==> config.mk <==
export PLATFORM = sky130hd
export DESIGN_NAME = fieldbus_master_state_control
export DESIGN_NICKNAME = d
export VERILOG_FILES = /design/src/rtl/fbm_pkg.sv /design/src/rtl/run_indicator.sv /design/src/rtl/fieldbus_master_state_control.sv
export VERILOG_INCLUDE_DIRS = /design/src /design/src/rtl
export SDC_FILE = /design/constraint.sdc
export NUM_CORES = 1
export LEC_CHECK = 0
export ABC_CLOCK_PERIOD_IN_PS = 3320
export BUFFER_PORTS_ARGS = -buffer_cell sky130_fd_sc_hd__buf_4
export CORE_ASPECT_RATIO = 1.2
export CORE_MARGIN = 8
export CORE_UTILIZATION = 43
export CTS_CLUSTER_DIAMETER = 80
export DETAILED_ROUTE_END_ITERATION = 10
export GPL_TIMING_DRIVEN = 0
export PLACE_DENSITY = 0.67
export SETUP_SLACK_MARGIN = 0.02
export SYNTH_ARGS = -nofsm -noshare
export SYNTH_HDL_FRONTEND = slang
export SYNTH_SLANG_ARGS = --single-unit
==> constraint.sdc <==
create_clock -name clock -period 3.32 [get_ports clock]
set_clock_uncertainty 0.2 [all_clocks]
set_input_delay 0.166 -clock clock [delete_from_list [all_inputs] [get_ports clock]]
set_output_delay 0.166 -clock clock [all_outputs]
set_load 0.01 [all_outputs]
==> src/rtl/fbm_consts.svh <==
// offsets, field positions, reset values and timing counts of the fieldbus master state control
`ifndef FBM_CONSTS_SVH
`define FBM_CONSTS_SVH
// apb register byte offsets
`define FBM_OFS_CTRL 8'h00
`define FBM_OFS_STATE 8'h04
`define FBM_OFS_IRQ_STATUS 8'h08
`define FBM_OFS_IRQ_MASK 8'h0c
// control register fields
`define FBM_CTRL_CFG_LOADED 0
`define FBM_CTRL_SETUP_DONE 1
`define FBM_CTRL_GO_OP 2
`define FBM_CTRL_WIDTH 3
`define FBM_CTRL_RESET 3'h0
// state register fields
`define FBM_STATE_CODE_LSB 0
`define FBM_STATE_FLAGS_LSB 2
`define FBM_STATE_DIAG_DONE 5
// interrupt status and mask fields
`define FBM_IRQ_CFG_ERR 0
`define FBM_IRQ_HWADDR_ERR 1
`define FBM_IRQ_PORT_ERR 2
`define FBM_IRQ_STATE_CHG 3
`define FBM_IRQ_FALLBACK 4
`define FBM_IRQ_WIDTH 5
`define FBM_IRQ_RESET 5'h00
// two-bit control state codes
`define FBM_CODE_INIT 2'h0
`define FBM_CODE_PREOP 2'h1
`define FBM_CODE_SAFEOP 2'h2
`define FBM_CODE_OP 2'h3
// timing
`define FBM_CLK_MHZ 100
`define FBM_DIAG_CYCLES 4'h8
`define FBM_FLASH_HALF_MS 250
`define FBM_FLASH_HALF_CYCLES (`FBM_FLASH_HALF_MS * 1000 * `FBM_CLK_MHZ)
`endif

==> src/rtl/fbm_pkg.sv <==
// types shared by the fieldbus master state control files
package fbm_pkg;
  // one-hot control states
  typedef enum logic [3:0] {
    ST_INIT = 4'h1,
    ST_PREOP = 4'h2,
    ST_SAFEOP = 4'h4,
    ST_OP = 4'h8
  } ctl_state_t;
  // power-on diagnosis results
  typedef struct packed {
    logic port_controller_fault_flag;
    logic hw_address_error_flag;
    logic net_config_error_flag;
  } diag_flags_t;
  // traffic permissions
  typedef struct packed {
    logic pd_out_en;
    logic pd_in_en;
    logic mailbox_en;
  } traffic_gate_t;
endpackage

==> src/rtl/run_indicator.sv <==
// run indicator driver: dark, flashing or steady from the two-bit state code
`timescale 1ns/1ps
`include "fbm_consts.svh"
module run_indicator #(
  parameter int HALF_CYCLES = `FBM_FLASH_HALF_CYCLES
) (
  // clock and reset
  input wire logic clock,
  input wire logic srst,
  // state code in
  input wire logic [1:0] state_code,
  // lamp out
  output logic run_led
);
  logic [31:0] blink_cnt_ff; // half-period counter
  logic [31:0] nxt_blink_cnt;
  logic blink_ff; // free-running flash phase
  logic nxt_blink;
  logic run_led_ff;
  logic nxt_run_led;

  // flash phase and lamp level
  always_comb begin
    nxt_blink_cnt = blink_cnt_ff + 32'h1;
    nxt_blink = blink_ff;
    if (blink_cnt_ff >= 32'(HALF_CYCLES - 1)) begin
      nxt_blink_cnt = 32'h0;
      nxt_blink = ~blink_ff;
    end
    // lamp follows the code only, registered one cycle behind it
    if (state_code == `FBM_CODE_INIT) begin
      nxt_run_led = 1'b0;
    end else if (state_code == `FBM_CODE_OP) begin
      nxt_run_led = 1'b1;
    end else begin
      nxt_run_led = nxt_blink;
    end
  end

  // registers
  always_ff @(posedge clock) begin
    if (srst) begin
      blink_cnt_ff <= 32'h0;
      blink_ff <= 1'b0;
      run_led_ff <= 1'b0;
    end else begin
      blink_cnt_ff <= nxt_blink_cnt;
      blink_ff <= nxt_blink;
      run_led_ff <= nxt_run_led;
    end
  end

  assign run_led = run_led_ff;
endmodule

==> src/rtl/fieldbus_master_state_control.sv <==
// fieldbus master communication state controller with apb registers
//
// The APB slave port and the register addresses were decided locally.
`timescale 1ns/1ps
`include "fbm_consts.svh"
module fieldbus_master_state_control #(
  parameter int FLASH_HALF_CYCLES = `FBM_FLASH_HALF_CYCLES
) (
  // clock and reset
  input wire logic clock,
  input wire logic srst,
  // apb slave
  input wire logic psel,
  input wire logic penable,
  input wire logic pwrite,
  input wire logic [7:0] paddr,
  input wire logic [31:0] pwdata,
  output logic [31:0] prdata,
  output logic pready,
  output logic pslverr,
  // diagnosis and fault pins
  input wire logic cfg_image_ok,
  input wire logic hw_addr_ok,
  input wire logic port_ctrl_ok,
  input wire logic link_fault,
  // outputs to the traffic engines and panel
  output fbm_pkg::traffic_gate_t traffic_gate,
  output fbm_pkg::diag_flags_t diag_flags,
  output logic [1:0] state_code,
  output logic run_led,
  output logic irq
);
  // pin synchronisers: stage one feeds stage two only
  logic [3:0] pin_meta_ff;
  logic [3:0] pin_sync_ff;
  // control state
  fbm_pkg::ctl_state_t state_ff;
  fbm_pkg::ctl_state_t nxt_state;
  logic [1:0] code_ff; // readable encoded state
  logic [1:0] nxt_code;
  fbm_pkg::traffic_gate_t gate_ff;
  fbm_pkg::traffic_gate_t nxt_gate;
  // diagnosis
  logic [3:0] diag_cnt_ff;
  logic [3:0] nxt_diag_cnt;
  logic diag_done_ff;
  logic nxt_diag_done;
  fbm_pkg::diag_flags_t flags_ff;
  fbm_pkg::diag_flags_t nxt_flags;
  logic diag_fire; // one-cycle pulse when diagnosis finishes
  // registers
  logic [`FBM_CTRL_WIDTH-1:0] ctrl_ff;
  logic [`FBM_CTRL_WIDTH-1:0] nxt_ctrl;
  logic [`FBM_IRQ_WIDTH-1:0] irq_status_ff;
  logic [`FBM_IRQ_WIDTH-1:0] nxt_irq_status;
  logic [`FBM_IRQ_WIDTH-1:0] irq_mask_ff;
  logic [`FBM_IRQ_WIDTH-1:0] nxt_irq_mask;
  logic [`FBM_IRQ_WIDTH-1:0] irq_event;
  logic [31:0] prdata_ff;
  logic [31:0] nxt_prdata;
  logic irq_ff;
  logic nxt_irq;
  // bus decode, fault and fallback terms
  logic wr_en;
  logic addr_hit;
  logic any_err;
  logic link_bad;
  logic fallback;

  // two-flop synchroniser for every pin input
  always_ff @(posedge clock) begin
    if (srst) begin
      pin_meta_ff <= 4'h0;
      pin_sync_ff <= 4'h0;
    end else begin
      pin_meta_ff <= {link_fault, port_ctrl_ok, hw_addr_ok, cfg_image_ok};
      pin_sync_ff <= pin_meta_ff;
    end
  end

  assign link_bad = pin_sync_ff[3];
  assign any_err = |flags_ff;

  // power-on diagnosis: let the synchronisers settle, then sample once
  always_comb begin
    nxt_diag_cnt = diag_cnt_ff;
    nxt_diag_done = diag_done_ff;
    nxt_flags = flags_ff;
    diag_fire = 1'b0;
    if (!diag_done_ff) begin
      nxt_diag_cnt = diag_cnt_ff + 4'h1;
      if (diag_cnt_ff == `FBM_DIAG_CYCLES - 4'h1) begin
        diag_fire = 1'b1;
        nxt_diag_done = 1'b1;
        nxt_flags.net_config_error_flag = ~pin_sync_ff[0];
        nxt_flags.hw_address_error_flag = ~pin_sync_ff[1];
        nxt_flags.port_controller_fault_flag = ~pin_sync_ff[2];
      end
    end
  end

  always_ff @(posedge clock) begin
    if (srst) begin
      diag_cnt_ff <= 4'h0;
      diag_done_ff <= 1'b0;
      flags_ff <= '0;
    end else begin
      diag_cnt_ff <= nxt_diag_cnt;
      diag_done_ff <= nxt_diag_done;
      flags_ff <= nxt_flags;
    end
  end

  // control state machine; faults act without software help
  always_comb begin
    nxt_state = state_ff;
    fallback = 1'b0;
    case (state_ff)
      fbm_pkg::ST_INIT: begin
        // needs clean diagnosis and a loaded configuration
        if (diag_done_ff && !any_err && ctrl_ff[`FBM_CTRL_CFG_LOADED]) begin
          nxt_state = fbm_pkg::ST_PREOP;
        end
      end
      fbm_pkg::ST_PREOP: begin
        if (!ctrl_ff[`FBM_CTRL_CFG_LOADED]) begin
          nxt_state = fbm_pkg::ST_INIT;
          fallback = 1'b1;
        // held here while the link is bad, else preop and safeop would chase each other
        end else if (ctrl_ff[`FBM_CTRL_SETUP_DONE] && !link_bad) begin
          nxt_state = fbm_pkg::ST_SAFEOP;
        end
      end
      fbm_pkg::ST_SAFEOP: begin
        if (!ctrl_ff[`FBM_CTRL_CFG_LOADED]) begin
          nxt_state = fbm_pkg::ST_INIT;
          fallback = 1'b1;
        end else if (link_bad) begin
          nxt_state = fbm_pkg::ST_PREOP;
          fallback = 1'b1;
        end else if (ctrl_ff[`FBM_CTRL_GO_OP]) begin
          nxt_state = fbm_pkg::ST_OP;
        end
      end
      fbm_pkg::ST_OP: begin
        if (!ctrl_ff[`FBM_CTRL_CFG_LOADED]) begin
          nxt_state = fbm_pkg::ST_INIT;
          fallback = 1'b1;
        end else if (link_bad) begin
          nxt_state = fbm_pkg::ST_SAFEOP;
          fallback = 1'b1;
        end
      end
      default: begin
        nxt_state = fbm_pkg::ST_INIT;
      end
    endcase
    // encoded state and gates follow the next state so they switch together
    nxt_code = `FBM_CODE_INIT;
    nxt_gate = '0;
    case (nxt_state)
      fbm_pkg::ST_PREOP: begin
        nxt_code = `FBM_CODE_PREOP;
        nxt_gate.mailbox_en = 1'b1;
      end
      fbm_pkg::ST_SAFEOP: begin
        nxt_code = `FBM_CODE_SAFEOP;
        nxt_gate.mailbox_en = 1'b1;
        nxt_gate.pd_in_en = 1'b1;
      end
      fbm_pkg::ST_OP: begin
        nxt_code = `FBM_CODE_OP;
        nxt_gate = 3'h7;
      end
      default: begin
        nxt_code = `FBM_CODE_INIT;
      end
    endcase
  end

  always_ff @(posedge clock) begin
    if (srst) begin
      state_ff <= fbm_pkg::ST_INIT;
      code_ff <= `FBM_CODE_INIT;
      gate_ff <= '0;
    end else begin
      state_ff <= nxt_state;
      code_ff <= nxt_code;
      gate_ff <= nxt_gate;
    end
  end

  // apb decode: zero-wait access, read data captured in the setup cycle
  assign addr_hit = (paddr == `FBM_OFS_CTRL) || (paddr == `FBM_OFS_STATE) ||
                    (paddr == `FBM_OFS_IRQ_STATUS) || (paddr == `FBM_OFS_IRQ_MASK);
  assign wr_en = psel && penable && pwrite && addr_hit;

  // interrupt sources, each a one-cycle event
  assign irq_event = {fallback, (nxt_state != state_ff),
                      diag_fire & ~pin_sync_ff[2], diag_fire & ~pin_sync_ff[1], diag_fire & ~pin_sync_ff[0]};

  // register file next values
  always_comb begin
    nxt_ctrl = ctrl_ff;
    nxt_irq_mask = irq_mask_ff;
    nxt_irq_status = irq_status_ff;
    nxt_prdata = prdata_ff;
    if (wr_en) begin
      if (paddr == `FBM_OFS_CTRL) begin
        nxt_ctrl = pwdata[`FBM_CTRL_WIDTH-1:0];
      end else if (paddr == `FBM_OFS_IRQ_STATUS) begin
        nxt_irq_status = irq_status_ff & ~pwdata[`FBM_IRQ_WIDTH-1:0]; // write one to clear
      end else if (paddr == `FBM_OFS_IRQ_MASK) begin
        nxt_irq_mask = pwdata[`FBM_IRQ_WIDTH-1:0];
      end
    end
    // a new event wins over a clear in the same cycle
    nxt_irq_status = nxt_irq_status | irq_event;
    nxt_irq = |(nxt_irq_status & nxt_irq_mask);
    if (psel && !penable && !pwrite) begin
      nxt_prdata = 32'h0;
      if (paddr == `FBM_OFS_CTRL) begin
        nxt_prdata[`FBM_CTRL_WIDTH-1:0] = ctrl_ff;
      end else if (paddr == `FBM_OFS_STATE) begin
        nxt_prdata[`FBM_STATE_CODE_LSB +: 2] = code_ff;
        nxt_prdata[`FBM_STATE_FLAGS_LSB +: 3] = flags_ff;
        nxt_prdata[`FBM_STATE_DIAG_DONE] = diag_done_ff;
      end else if (paddr == `FBM_OFS_IRQ_STATUS) begin
        nxt_prdata[`FBM_IRQ_WIDTH-1:0] = irq_status_ff;
      end else if (paddr == `FBM_OFS_IRQ_MASK) begin
        nxt_prdata[`FBM_IRQ_WIDTH-1:0] = irq_mask_ff;
      end
    end
  end

  always_ff @(posedge clock) begin
    if (srst) begin
      ctrl_ff <= `FBM_CTRL_RESET;
      irq_status_ff <= `FBM_IRQ_RESET;
      irq_mask_ff <= `FBM_IRQ_RESET;
      prdata_ff <= 32'h0;
      irq_ff <= 1'b0;
    end else begin
      ctrl_ff <= nxt_ctrl;
      irq_status_ff <= nxt_irq_status;
      irq_mask_ff <= nxt_irq_mask;
      prdata_ff <= nxt_prdata;
      irq_ff <= nxt_irq;
    end
  end

  // lamp driver
  run_indicator #(
    .HALF_CYCLES(FLASH_HALF_CYCLES)
  ) u_run_indicator (
    .clock(clock),
    .srst(srst),
    .state_code(code_ff),
    .run_led(run_led)
  );

  // outputs
  assign prdata = prdata_ff;
  assign pready = 1'b1;
  assign pslverr = psel && penable && !addr_hit;
  assign traffic_gate = gate_ff;
  assign diag_flags = flags_ff;
  assign state_code = code_ff;
  assign irq = irq_ff;
endmodule

**Yosys cells after proc, flatten, opt, wreduce, memory -nomap -nowiden**

Index checks and enable logic that the tools add are counted.

- Word-level logic and storage cells: 111
- Output and inout bits: 44
- Input port bits: 49
- Register bits after elaboration: 79

- Bitwise gates (word level): 12
- Reductions and logical operators: 28
- Equality and inequality tests: 13
- Muxes and demuxes: 35
- Magnitude comparators: 1
- Add/sub/neg operators: 2

Operators by type and width:

| operator | count |
|---|---|
| 5-bit 2-to-1 mux | 10 |
| 32-bit by 1-bit adder with 32-bit output, second input constant | 1 |
| 32-bit by 25-bit >= comparator with 1-bit output, second input constant | 1 |
| 4-bit 2-to-1 mux | 8 |
| 8-bit by 4-bit equality test with 1-bit output, second input constant | 2 |
| 4-bit case mux with 4 select lines | 1 |
| 4-bit by 3-bit equality test with 1-bit output, second input constant | 3 |
| 1-bit 2-to-1 mux | 12 |
| 5-bit bitwise AND | 2 |
| 1-bit logical AND | 9 |
| 4-bit by 2-bit equality test with 1-bit output, second input constant | 2 |
| 4-bit equality test, second input constant | 2 |
| 8-bit by 3-bit equality test with 1-bit output, second input constant | 1 |
| 8-bit zero test | 1 |
| 2-bit OR reduction | 4 |
| 3-bit 2-to-1 mux | 2 |
| 2-bit case mux with 3 select lines | 1 |
| 3-bit OR reduction | 2 |
| 1-bit zero test | 5 |
| 1-bit NOT | 5 |
| 5-bit NOT | 1 |
| 5-bit bitwise OR | 1 |
| 5-bit OR reduction | 1 |
| 4-bit by 1-bit adder with 4-bit output, second input constant | 1 |
| 8 further kinds | 13 |

**Longest topological paths before layout**

Gate-level depths: netlist of run 1.

- Depth in word-level cells: 10
- Gate-level depth with buffers: 9
- Mapped depth without buffers: 7

**Modules after synthesis**

From an unflattened synthesis of run 1, not the netlist that was laid out.

- Cells, all modules: 386
- Area total of the unflattened synthesis: 3,577.2 µm²

Modules (own cells, without submodules):

| module | times used | area each (µm²) | sequential area each (µm²) | cells each |
|---|---|---|---|---|
| fieldbus_master_state_control | 1 | 2,150.8 | 880.8 | 231 |
| run_indicator | 1 | 1,426.4 | 680.7 | 155 |

**Worst setup path before layout of run 1**

OpenSTA, ideal clock, no wires.

- Path kind: register to register
- Start: register u_run_indicator.blink_cnt_ff[9]
- End: register u_run_indicator.run_led_ff (netlist: u_run_indicator.run_led)
- Stages on the path, launching flop included: 7
- Clock period less this slack: 2.294 ns
- Setup slack: 1.026 ns
- Data arrival time: 2.020 ns
- Buffers on the path: 0
- Cell sequence: dfxtp_1 or4_4 a2111oi_4 o21a_1 o21ai_2 or4b_1 a31oi_1

- Cells in the longest elaborated chain, start to end: 3

Ends and longest elaborated chain:

| what | line | RTL |
|---|---|---|
| start, declared | run_indicator.sv:15 | `logic [31:0] blink_cnt_ff;` |
| start signal, assigned | run_indicator.sv:47 | `blink_cnt_ff <= nxt_blink_cnt;` |
| 32-bit by 25-bit >= comparator with 1-bit output | run_indicator.sv:26 | `if (blink_cnt_ff >= 32'(HALF_CYCLES - 1)) begin` |
| 1-bit 2-to-1 mux | run_indicator.sv:26 |  |
| 1-bit 2-to-1 mux | run_indicator.sv:33 | `` end else if (state_code == `FBM_CODE_OP) begin `` |
| end signal, assigned | run_indicator.sv:49 | `run_led_ff <= nxt_run_led;` |
| end, declared | run_indicator.sv:19 | `logic run_led_ff;` |

Every way passes these cells.
A chain may end at the register's enable or synchronous reset.

**Worst setup path in the final report of run 1**

- Start: register ctrl_ff[0]
- End: register irq_ff (netlist: irq)

- Cells in the longest elaborated chain, start to end: 7
- Elaborated cells between the ends (all ways): 13
- Classes of those cells: eq/ne: 1; mux: 8; bitwise: 2; reduce/logical: 2

Ends and longest elaborated chain:

| what | line | RTL |
|---|---|---|
| start, declared | fieldbus_master_state_control.sv:52 | `` logic [`FBM_CTRL_WIDTH-1:0] ctrl_ff; `` |
| start signal, assigned | fieldbus_master_state_control.sv:238 | `` ctrl_ff <= `FBM_CTRL_RESET; `` |
| start signal, assigned | fieldbus_master_state_control.sv:244 | `ctrl_ff <= nxt_ctrl;` |
| 1-bit logical AND | fieldbus_master_state_control.sv:121 | `` if (diag_done_ff && !any_err && ctrl_ff[`FBM_CTRL_CFG_LOADED]) begin `` |
| 4-bit 2-to-1 mux | fieldbus_master_state_control.sv:121 |  |
| 4-bit case mux with 4 select lines | fieldbus_master_state_control.sv:118 | `case (state_ff)` |
| 4-bit inequality test | fieldbus_master_state_control.sv:199 | `assign irq_event = {fallback, (nxt_state != state_ff),` |
| 5-bit bitwise OR (*) | fieldbus_master_state_control.sv:218 | `nxt_irq_status = nxt_irq_status \| irq_event;` |
| 5-bit bitwise AND (*) | fieldbus_master_state_control.sv:219 | `nxt_irq = \|(nxt_irq_status & nxt_irq_mask);` |
| 5-bit OR reduction (*) | fieldbus_master_state_control.sv:219 |  |
| end signal, assigned | fieldbus_master_state_control.sv:248 | `irq_ff <= nxt_irq;` |
| end, declared | fieldbus_master_state_control.sv:61 | `logic irq_ff;` |

Mark *: on every way between the ends. The rest lies on a longest branch, timed or not.

==> reports/metrics.yaml, run 1 <==
pwr:
  ir_drop_uv: 238
  internal_power_mw: 1.44
  leakage_nw: 1.78
  power.density_nw_per_um2: 432
  p_sw_mw: 0.436
  clock_power_share_pct: 43.0
  p_sw_share_pct: 23.2
  comb_power_share_pct: 6.0
  seqPwrFrac_pct: 51.0
synthesis:
  synth_flop_cell: "dfxtp_1"
  synth_compound_area_share_pct: 9.30
  ys_seq_elements: 78
  synth_top_family_by_area: "simple AND/OR/NAND/NOR gates"
  synth-adder-area-share_pct: 0.710
  async_flop_share_pct: 0
  synth.avg_cell_area_um2: 9.23
  ys_warn_count: 0
  synth-edff-count: 0
  syn_inst: 382
  synthXorXnorAreaFrac_pct: 6.96
  yosys.area_share.simple_pct: 24.9
  yosysUniqueCellTypes: 57
  syn-cell-area_um2: 3520
  synthMuxAreaShare_pct: 4.83
  yosysSeqAreaShare_pct: 44.3
hold_path:
  hold_class: "input port to register"
floorplanning:
  ios: 93
  std_cell_rows: 36
  die_area_um2: 11400
  chipWidth_um: 98.6
  initial_utilization_pct: 43.7
  core_area_um2: 8060
  die_y_um: 115
timing:
  maxSlewViolCount: 0
  fin_crit_ns: 2.50
  finalSetupTns_ns: 0
  hold_viol_final: 0
  rsz0062_at_grt: "no"
  worst_pin_slew_ns: 0.666
  max-slew-margin-rel_pct: 55.5
  finalCritPeriodShare_pct: 75.2
  fmax_mhz: 400
  setup_violations: 0
route:
  wl_met1_um: 3110
  drt_iter0_drc: 123
  dr.pass1.iters: 4
  wl_per_cell_um: 13.3
  totalWireLength_um: 7570
  topRoutingLayerUsed: "met4"
  route.met3.wl_um: 555
  ant_nets: 0
  drc: 0
  vias: 2785
  wl_met2_um: 3730
  post_drt_via_cell_ratio: 4.89
clock_tree:
  clkLatencyLatePin_ns: 0.36
  cts_tree: "yes"
  cts_resized: 0
  cts_max_level: 3
  cts.clk_slew.worst_paths_ns: 0.08
  ctsRootBufferMaster: "clkbuf_8"
  cts_max_path_buffers: 2
  cts_buffers: 9
  cts_sinks: 78
placed_design:
  dp_hpwl_um: 5740
  placement.io_buffers: 36
  gp_congestion: 0.848
  place_inst: 545
global_routing:
  grt_pass1_vias: 2750
  antenna_found_initial: 0
  overflow: 0
  grt_max_degree: 16
  grt_pass1_wl_um: 12900
  grt_util_all_layers_pct: 14.1
status:
  status: "finished clean"
critical_path:
  cp-end-kind: "register"
  cp_max_fo: 7
  critPathLaunchType: "register"
  criticalPathCategory: "register to register"
  cp_data_required_time_ns: 3.35
  worstPathArrival_ns: 2.53
layout:
  diodes: 0
  finish.cell_count_without_fillers: 570
  syn_to_final_growth_pct: 23.4
  drive_gt1_share_pct: 20.0
  fillCellCount: 756
  fin_nets: 521
run:
  timing.max_cap.violations: 0
==> path summary, 6_finish.rpt <==
| kind | from | end | slack, ns | depth (start not counted) |
|---|---|---|---|---|
| worst min-delay path | srst | u_run_indicator.blink_cnt_ff[2] | 0.06 | 4 |
| worst min register to register | pin_meta_ff[1] | pin_sync_ff[1] | 0.23 | 1 |
| worst max register to register | ctrl_ff[0] | irq | 0.82 | 6 |
| worst max-delay path | ctrl_ff[0] | irq | 0.82 | 6 |
==> sequential cells by signal (all words and copies together) (netlist names) <==
name and count:
ctrl_ff 3, irq 1, diag_cnt_ff 4, state_ff 4
diag_flags 3, pin_meta_ff 4, u_run_indicator.blink_ff 1, u_run_indicator.run_led 1
irq_mask_ff 5, state_code 2, diag_done_ff 1, u_run_indicator.blink_cnt_ff 32
traffic_gate 2, prdata 6, pin_sync_ff 4, irq_status_ff 5
==> power by group through the flow <==
stage               combinational (mW)  clock (mW)  sequential (mW)
floorplan                       0.0717           0            0.978
global placement                 0.100           0            0.979
detailed placement               0.102           0            0.980
CTS                              0.111       0.824            0.958
global route                     0.126       0.867            0.960
finish                           0.113       0.807            0.958
==> metal layers <==
metal,vias to the layer above,track usage (%)
li1,1429,-
met1,1265,14.6
met2,76,25.2
met3,15,4.78
met4,0,6.67
met5,-,0
==> worst max-delay path, stage by stage (launching register included) <==
cell and delay [ns]:
dfxtp_1 0.46, nand2b_1 0.20, or3_1 0.42, or4b_1 0.56, o31ai_1 0.09, nor4bb_1 0.33
o31ai_1 0.12
==> cell type report <==
type | count | area (um^2) | area share [%]
flip-flops and latches | 78 | 1560 | 35.9
repair buffers | 45 | 360 | 8.28
inverters | 8 | 30.0 | 0.690
plain buffers | 42 | 279 | 6.41
well taps | 95 | 119 | 2.73
clock buffers | 9 | 124 | 2.85
clock inverters | 7 | 103 | 2.36
multi-input cells | 286 | 1770 | 40.8
==> metrics by stage <==
stage               util [%]  setup slack, ns  hold slack [ns]  cell area [um^2]  total power [mW]
global placement        50.0            0.892            0.176              4030              1.08
finish                  54.0            0.823           0.0604              4350              1.88
detailed placement      50.0            0.831            0.185              4030              1.08
floorplan                  -             1.03           0.0942              3640              1.05
global route            54.0            0.686           0.0952              4350              1.95
CTS                     54.0            0.837           0.0618              4350              1.89
==> cells in the final DEF, fill, tap and decap left out, types with 3 or more instances in the layout <==
cell           count
dfxtp_1           78
nor2_1            73
buf_4             64
conb_1            34
nor2b_1           17
xnor2_1           14
nand3_1           14
xor2_1            14
clkbuf_1          11
nand2_1           10
a21oi_1           10
clkbuf_8           9
dlygate4sd3_1      9
mux2i_1            8
inv_1              8
and3_1             6
a211oi_1           6
a22oi_1            6
nor4_1             4
nand2b_1           4
or2_1              4
nand4_1            3
nand4b_1           3
a31oi_1            3
nand3b_1           3
or3_1              3
or4b_1             3
o22ai_1            3
o211ai_1           3
mux4_2             3
inv_6              3
==> what timing repair did <==
| item | 4_1_cts | 5_1_grt |
|---|---|---|
| setup endpoints to repair | 0 | 0 |
| hold endpoints to repair | 12 | 0 |
| hold buffers | 9 | 0 |
| buffers inserted | 0 | 0 |
==> logic make-up after synthesis <==
group,after synthesis
AO/OA/AOI/OAI,45
XOR/XNOR,28
adder cells (fa/ha/maj),2
buffers and inverters,50
flip-flops,78
multiplexers,13
other,2
AND/OR/NAND/NOR,164
==> synthesized netlist by cell type, types with 3 or more instances <==
library cell	instances	share of area, %
or3_1	3	0.53
and3_1	6	1.1
buf_4	28	6.0
nor2b_1	17	3.0
or4b_1	3	0.85
clkbuf_1	11	1.2
nand2_1	10	1.1
xnor2_1	14	3.5
nand3b_1	3	0.64
inv_1	8	0.85
o211ai_1	3	0.64
or2_1	4	0.71
mux4_2	3	1.9
a211oi_1	6	1.3
a31oi_1	3	0.53
xor2_1	14	3.5
a21oi_1	10	1.4
nand3_1	14	2.0
nand4_1	3	0.53
o22ai_1	3	0.53
a22oi_1	6	1.3
mux2i_1	8	2.3
nand2b_1	4	0.71
nor2_1	73	7.8
dfxtp_1	78	44
nand4b_1	3	0.75
nor4_1	4	0.71
No activity file was read; power rests on OpenSTA's default activity.
==> inputs of run 2 (changes only) <==
--- a/config.mk
+++ b/config.mk
@@ -6,7 +6,7 @@
 export SDC_FILE = /design/constraint.sdc
 export NUM_CORES = 1
 export LEC_CHECK = 0
-export ABC_CLOCK_PERIOD_IN_PS = 3320
+export ABC_CLOCK_PERIOD_IN_PS = 2330
 export BUFFER_PORTS_ARGS = -buffer_cell sky130_fd_sc_hd__buf_4
 export CORE_ASPECT_RATIO = 1.2
 export CORE_MARGIN = 8
==> constraint.sdc (replaced) <==
create_clock -name clock -period 2.33 [get_ports clock]
set_clock_uncertainty 0.2 [all_clocks]
set_input_delay 0.1165 -clock clock [delete_from_list [all_inputs] [get_ports clock]]
set_output_delay 0.1165 -clock clock [all_outputs]
set_load 0.01 [all_outputs]
==> run 2 against run 1 <==
Compared with the run above:
- global-route usage is 0.19 points higher
- sequential power is 42% higher
- clock-buffer cell count stayed put
- final area is 5.2% higher
- maximum frequency is 9.1% higher
- utilization is 2.8 points higher
- clock power is 41% higher
- sequential share of layout area is 1.7 points lower
- critical endpoint is now u_run_indicator.blink_cnt_ff[1]
- largest power group unchanged
==> reports/metrics.yaml, run 2 (synthesized netlist as in run 1, its figures left out) <==
route:
  vias: 2831  # +1.7%
  totalWireLength_um: 7910  # +4.5%
  drc: 0  # unchanged
  ant_nets: 0  # unchanged
  wl_per_cell_um: 13.8  # +3.9%
  dr.pass1.iters: 4  # unchanged
  post_drt_via_cell_ratio: 4.94  # +1.1%
  drt_iter0_drc: 111  # -9.8%
layout:
  layout_commonest_cell: "dfxtp_1"
  diodes: 0  # unchanged
  most-common-layout-cells: "dfxtp_1, buf_4, nor2_1"
  largest_reg_flops: 32  # unchanged
  fin_nets: 524  # +0.58%
  drive_gt1_share_pct: 26.4  # +6.4 points
  fin_util_pct: 56.8  # +2.8 points
  syn_to_final_growth_pct: 29.8
  regMostFlops: "u_run_indicator.blink_cnt_ff"
critical_path:
  critPathLaunchType: "register"
  criticalPathCategory: "register to register"
  rr_endpoint: "u_run_indicator.blink_cnt_ff[1]"
  startpoint: "u_run_indicator.blink_cnt_ff[9]"
  reg2reg_from: "u_run_indicator.blink_cnt_ff[9]"
  path_cells: "or4_4, a2111oi_4, o21a_1, o21ai_2, or2_1, buf_6, clkbuf_16, nor2_1"
  worstSetupEndpoint: "u_run_indicator.blink_cnt_ff[1]"
  r2r_setup_slack_ns: 0.04  # -0.78 ns
  critPathTopFamily: "simple AND/OR/NAND/NOR gates"
  worstPathArrival_ns: 2.38  # -0.15 ns
  cp_max_fo: 5  # -2
  cpPeakStageDelay_ns: 0.54  # -0.02 ns
  cp-end-kind: "register"
  cp_data_required_time_ns: 2.42  # -0.93 ns
  cp.depth: 8  # +2
  slowest_stage: "or4_4"
  crit_buf_inv: 2  # +2
  reg2regPathDepth: 8  # +2
floorplanning:
  die_area_um2: 11400  # unchanged
  initial_utilization_pct: 43.7  # unchanged
  core_area_um2: 8060  # unchanged
  std_cell_rows: 36  # unchanged
  die_y_um: 115  # unchanged
  chipWidth_um: 98.6  # unchanged
  ios: 93  # unchanged
timing:
  finalCritPeriodShare_pct: 98.3  # +23 points
  fin_crit_ns: 2.29  # -0.208 ns
  maxSlewViolCount: 0  # unchanged
  finalSetupTns_ns: 0  # unchanged
  rsz0062_at_grt: "yes"
  worst_pin_slew_ns: 0.676  # +0.00982 ns
  max-slew-margin-rel_pct: 54.8  # -0.66 points
  setup_violations: 0  # unchanged
  fmax_mhz: 437  # +9.1%
  hold_viol_final: 0  # unchanged
global_routing:
  antenna_found_initial: 0  # unchanged
  overflow: 0  # unchanged
  grt_pass1_vias: 2773  # +0.84%
  grt_pass1_wl_um: 13100  # +1.3%
  grt_util_all_layers_pct: 14.3  # +0.19 points
  grt_max_degree: 16  # unchanged
clock_tree:
  ctsRootBufferMaster: "clkbuf_8"
  clkLatencyLatePin_ns: 0.36  # about the same
  cts_max_path_buffers: 2  # unchanged
  cts.clk_slew.worst_paths_ns: 0.09  # about the same
  cts_buffers: 9  # unchanged
  cts_max_level: 3  # unchanged
  cts_sinks: 78  # unchanged
  cts_tree: "yes"
placed_design:
  dp_hpwl_um: 5740  # unchanged
  placement.io_buffers: 36  # unchanged
  gp_congestion: 0.848  # unchanged
pwr:
  leakage_nw: 1.85  # +3.8%
  ir_drop_uv: 338  # +42%
  power.density_nw_per_um2: 583  # +35%
run:
  timing.max_cap.violations: 0  # unchanged
hold_path:
  hold_class: "input port to register"
status:
  status: "finished clean"
-- run 2: how the worst min path moves through the flow --
stage                       from                               to  slack [ns]  cells past startpoint
floorplan           cfg_image_ok                   pin_meta_ff[0]        0.04                      1
global placement    port_ctrl_ok                   pin_meta_ff[2]        0.13                      2
detailed placement    link_fault                   pin_meta_ff[3]        0.14                      2
CTS                         srst  u_run_indicator.blink_cnt_ff[6]        0.04                      5
global route            paddr[0]                        prdata[5]        0.10                      6
finish                  paddr[0]                        prdata[5]        0.06                      6
-- run 2: metal layers --
metal / track usage [%] / vias to the layer above / wire length [um]
met3: 4.78 / 14 / 601
met5: 0 / - / 0
met1: 14.8 / 1298 / 3130
li1: - / 1436 / -
met2: 25.6 / 83 / 4030
met4: 6.67 / 0 / 149
-- run 2: cell type report --
| class | instances | area, um^2 |
|---|---|---|
| inverters | 8 | 30.0 |
| clock inverters | 7 | 103 |
| multi-input cells | 286 | 1920 |
| plain buffers | 41 | 294 |
| well taps | 95 | 119 |
| clock buffers | 9 | 124 |
| flip-flops and latches | 78 | 1570 |
| repair buffers | 49 | 420 |
| fillers | 725 | 3490 |
-- run 2: what timing repair did --
| action | 4_1_cts | 5_1_grt |
|---|---|---|
| hold endpoints to repair | 15 | 0 |
| endpoints found under the setup margin | 25 | 28 |
| cloned | 0 | 1 |
| pin swaps | 15 | 7 |
| hold buffers | 9 | 0 |
| setup buffers | 2 | 1 |
| resized for setup | 18 | 28 |
-- run 2: per-stage QoR --
stage / total power [mW] / cells / hold slack (ns) / cell area [um^2] / worst slack, ns
after floorplan: 1.50 / 414 / 0.0447 / 3640 / 0.0359
after global placement: 1.54 / 545 / 0.126 / 4030 / -0.0982
after detailed placement: 1.54 / 545 / 0.136 / 4030 / -0.159
after CTS: 2.70 / 572 / 0.0403 / 4440 / -0.00441
after global routing: 2.78 / 573 / 0.103 / 4580 / -0.0652
final: 2.67 / 573 / 0.0628 / 4580 / 0.0403
-- run 2: worst register-to-register path: stages, from the launching register on --
cell       delay [ns]
dfxtp_2          0.34
or4_4            0.54
a2111oi_4        0.26
o21a_1           0.19
o21ai_2          0.07
or2_1            0.25
buf_6            0.14
clkbuf_16        0.16
nor2_1           0.07
-- run 2: power by group --
part / internal, mW / switching [mW] / total (mW)
logic: 0.0857 / 0.0766 / 0.162
clock network: 0.616 / 0.524 / 1.14
registers: 1.35 / 0.0120 / 1.36
total: 2.05 / 0.613 / 2.67
==> inputs of run 3 (changes only) <==
--- a/config.mk
+++ b/config.mk
@@ -6,15 +6,14 @@
 export SDC_FILE = /design/constraint.sdc
 export NUM_CORES = 1
 export LEC_CHECK = 0
-export ABC_CLOCK_PERIOD_IN_PS = 2330
+export ABC_CLOCK_PERIOD_IN_PS = 2400
 export BUFFER_PORTS_ARGS = -buffer_cell sky130_fd_sc_hd__buf_4
 export CORE_ASPECT_RATIO = 1.2
 export CORE_MARGIN = 8
-export CORE_UTILIZATION = 43
+export CORE_UTILIZATION = 40
 export CTS_CLUSTER_DIAMETER = 80
 export DETAILED_ROUTE_END_ITERATION = 10
 export GPL_TIMING_DRIVEN = 0
-export PLACE_DENSITY = 0.67
 export SETUP_SLACK_MARGIN = 0.02
 export SYNTH_ARGS = -nofsm -noshare
 export SYNTH_HDL_FRONTEND = slang
==> constraint.sdc (replaced) <==
create_clock -name clock -period 2.4 [get_ports clock]
set_clock_uncertainty 0.2 [all_clocks]
set_input_delay 0.12 -clock clock [delete_from_list [all_inputs] [get_ports clock]]
set_output_delay 0.12 -clock clock [all_outputs]
set_load 0.01 [all_outputs]
==> run 3 against run 2 <==
Compared with the run above:
- sequential share of layout area shrank 0.62 points
- clock power shrank 17%
- maximum frequency shrank 2.9%
- final cell count grew 4.9%
- largest cell class unchanged
- via count grew 0.95%
==> reports/metrics.yaml, run 3 (synthesized netlist as in run 1, its figures left out) <==
clock_tree:
  ctsRootBufferMaster: "clkbuf_8"
  cts_max_level: 3  # unchanged
  clkLatencyLatePin_ns: 0.36  # about the same
  cts_tree: "yes"
  cts.clk_slew.worst_paths_ns: 0.09  # about the same
  cts_sinks: 78  # unchanged
  cts_buffers: 9  # unchanged
  cts_max_path_buffers: 2  # unchanged
timing:
  finalCritPeriodShare_pct: 98.3  # about the same
  fin_ws_ns: 0.0419  # +0.00153 ns
  hold_viol_final: 0  # unchanged
  max-slew-margin-rel_pct: 61.6  # +6.8 points
  fmax_mhz: 424  # -2.9%
  worst_pin_slew_ns: 0.575  # -0.101 ns
  maxSlewViolCount: 0  # unchanged
  setup_violations: 0  # unchanged
  fin_crit_ns: 2.36  # +0.0685 ns
  rsz0062_at_grt: "yes"
  finalSetupTns_ns: 0  # unchanged
floorplanning:
  initial_utilization_pct: 41.2  # -2.6 points
  std_cell_rows: 37  # +2.8%
  die_area_um2: 12100  # +6.4%
  die_y_um: 119  # +3.2%
  ios: 93  # unchanged
  core_area_um2: 8560  # +6.2%
  chipWidth_um: 102  # +3.1%
route:
  dr.pass1.iters: 4  # unchanged
  drt_iter0_drc: 88  # -21%
  drc: 0  # unchanged
  totalWireLength_um: 8040  # +1.6%
  wl_per_cell_um: 13.4  # -3.2%
  vias: 2858  # +0.95%
  ant_nets: 0  # unchanged
  post_drt_via_cell_ratio: 4.76  # -3.7%
layout:
  stdcell_area_um2: 4660  # +1.8%
  layout_commonest_cell: "dfxtp_1"
  regMostFlops: "u_run_indicator.blink_cnt_ff"
  most-common-layout-cells: "dfxtp_1, buf_4, nor2_1"
  ff_latch_area_um2: 1570  # unchanged
  largest_reg_flops: 32  # unchanged
  diodes: 0  # unchanged
  fin_nets: 530  # +1.1%
  fillCellCount: 795  # +9.7%
  drive_gt1_share_pct: 28.3  # +1.9 points
  syn_to_final_growth_pct: 32.2
  multi_input_area_um2: 1970  # +2.5%
  finish.cell_count_without_fillers: 601  # +4.9%
pwr:
  p_sw_mw: 0.628  # +2.5%
  power.density_nw_per_um2: 521  # -11%
  clock_power_share_pct: 38.9  # -3.8 points
  leakage_nw: 1.85  # +0.40%
  seqPwrFrac_pct: 54.6  # +3.4 points
  power_mw: 2.43  # -9.0%
  internal_power_mw: 1.80  # -12%
  comb_power_share_pct: 6.5  # +0.4 points
  ir_drop_uv: 274  # -19%
  p_sw_share_pct: 25.9  # +2.9 points
placed_design:
  placement.io_buffers: 36  # unchanged
  dp_hpwl_um: 5690  # -0.82%
  place_inst: 567  # +4.0%
  gp_congestion: 0.834  # -1.6%
  place_ws_ns: -0.137  # +0.0216 ns
  placed_area_um2: 4060  # +0.68%
critical_path:
  cpPeakStageDelay_ns: 0.54  # about the same
  cp_data_required_time_ns: 2.48  # +0.06 ns
  path_cells: "or4_4, a2111oi_4, o21a_1, o21ai_2, or4b_4, a31oi_4"
  rr_endpoint: "u_run_indicator.run_led"
  cp-end-kind: "register"
  cp_max_fo: 4  # -1
  criticalPathCategory: "register to register"
  critPathLaunchType: "register"
  r2r_setup_slack_ns: 0.04  # about the same
  startpoint: "u_run_indicator.blink_cnt_ff[9]"
  reg2reg_from: "u_run_indicator.blink_cnt_ff[9]"
  worstPathArrival_ns: 2.44  # +0.06 ns
  slowest_stage: "or4_4"
  reg2regPathDepth: 6  # -2
run:
  timing.max_cap.violations: 0  # unchanged
global_routing:
  overflow: 0  # unchanged
  busiest_layer: "met2"
  grt_pass1_vias: 2579  # -7.0%
  use_met2_pct: 21.1  # -4.5 points
  met3_usage_pct: 4.14  # -0.65 points
  use_met1_pct: 14.0  # -0.86 points
  grt_max_degree: 17  # +1
  grt_pass1_wl_um: 12100  # -7.7%
  antenna_found_initial: 0  # unchanged
  grt_util_all_layers_pct: 12.5  # -1.8 points
hold_path:
  hold_class: "input port to register"
  whs_path_depth: 4  # -2
  min_to: "u_run_indicator.blink_cnt_ff[4]"
  hp-start: "srst"
status:
  status: "finished clean"
## run 3: repair_timing
item | in CTS | in global routing
setup buffers | 1 | 6
endpoints found under the hold margin | 15 | 0
resized for setup | 4 | 56
cloned | 0 | 2
hold buffers | 9 | 0
pin swaps | 3 | 20
endpoints found under the setup margin | 23 | 23
## run 3: critical path: cells and delay by family (launching register included)
family	cells	cell delay (ns)
AOI/OAI and AO/OA	4	0.69
DFF	1	0.34
and+or+nand+nor	2	1.05
## run 3: metal layers
| layer | part of all wire [%] | vias up |
|---|---|---|
| met5 | 0 | - |
| met4 | 1.6 | 0 |
| met3 | 8.2 | 10 |
| met2 | 50 | 78 |
| met1 | 40 | 1309 |
| li1 | - | 1461 |
## run 3: area by class of cell
cell class	instances	share of cell area [%]
multi-input cells	286	42.3
plain buffers	42	6.39
clock buffers	9	2.66
well taps	117	3.14
clock inverters	7	1.37
inverters	8	0.644
flip-flops and latches	78	33.6
repair buffers	54	9.94
## run 3: worst max-delay path by stage
stage,end,slack [ns]
5_1_grt,u_run_indicator.blink_cnt_ff[8],-0.03
6_report,u_run_indicator.run_led,0.04
2_1_floorplan,u_run_indicator.run_led,0.11
4_1_cts,u_run_indicator.run_led,0.006
3_3_place_gp,u_run_indicator.run_led,-0.11
3_5_place_dp,u_run_indicator.run_led,-0.14
## run 3: power by group through the flow
| stage | clock network, mW | logic, mW | registers [mW] |
|---|---|---|---|
| after CTS | 0.967 | 0.154 | 1.32 |
| final | 0.944 | 0.159 | 1.32 |
| after global routing | 1.03 | 0.175 | 1.33 |
| after global placement | 0 | 0.140 | 1.35 |
| after detailed placement | 0 | 0.141 | 1.36 |
| after floorplan | 0 | 0.0992 | 1.35 |
## run 3: stage by stage
step | hold WS [ns] | utilization, %
after floorplan | 0.0482 | -
after global placement | 0.130 | 47.4
after detailed placement | 0.135 | 47.4
after CTS | 0.0155 | 50.9
after global routing | 0.0255 | 54.4
final | 0.00664 | 54.4
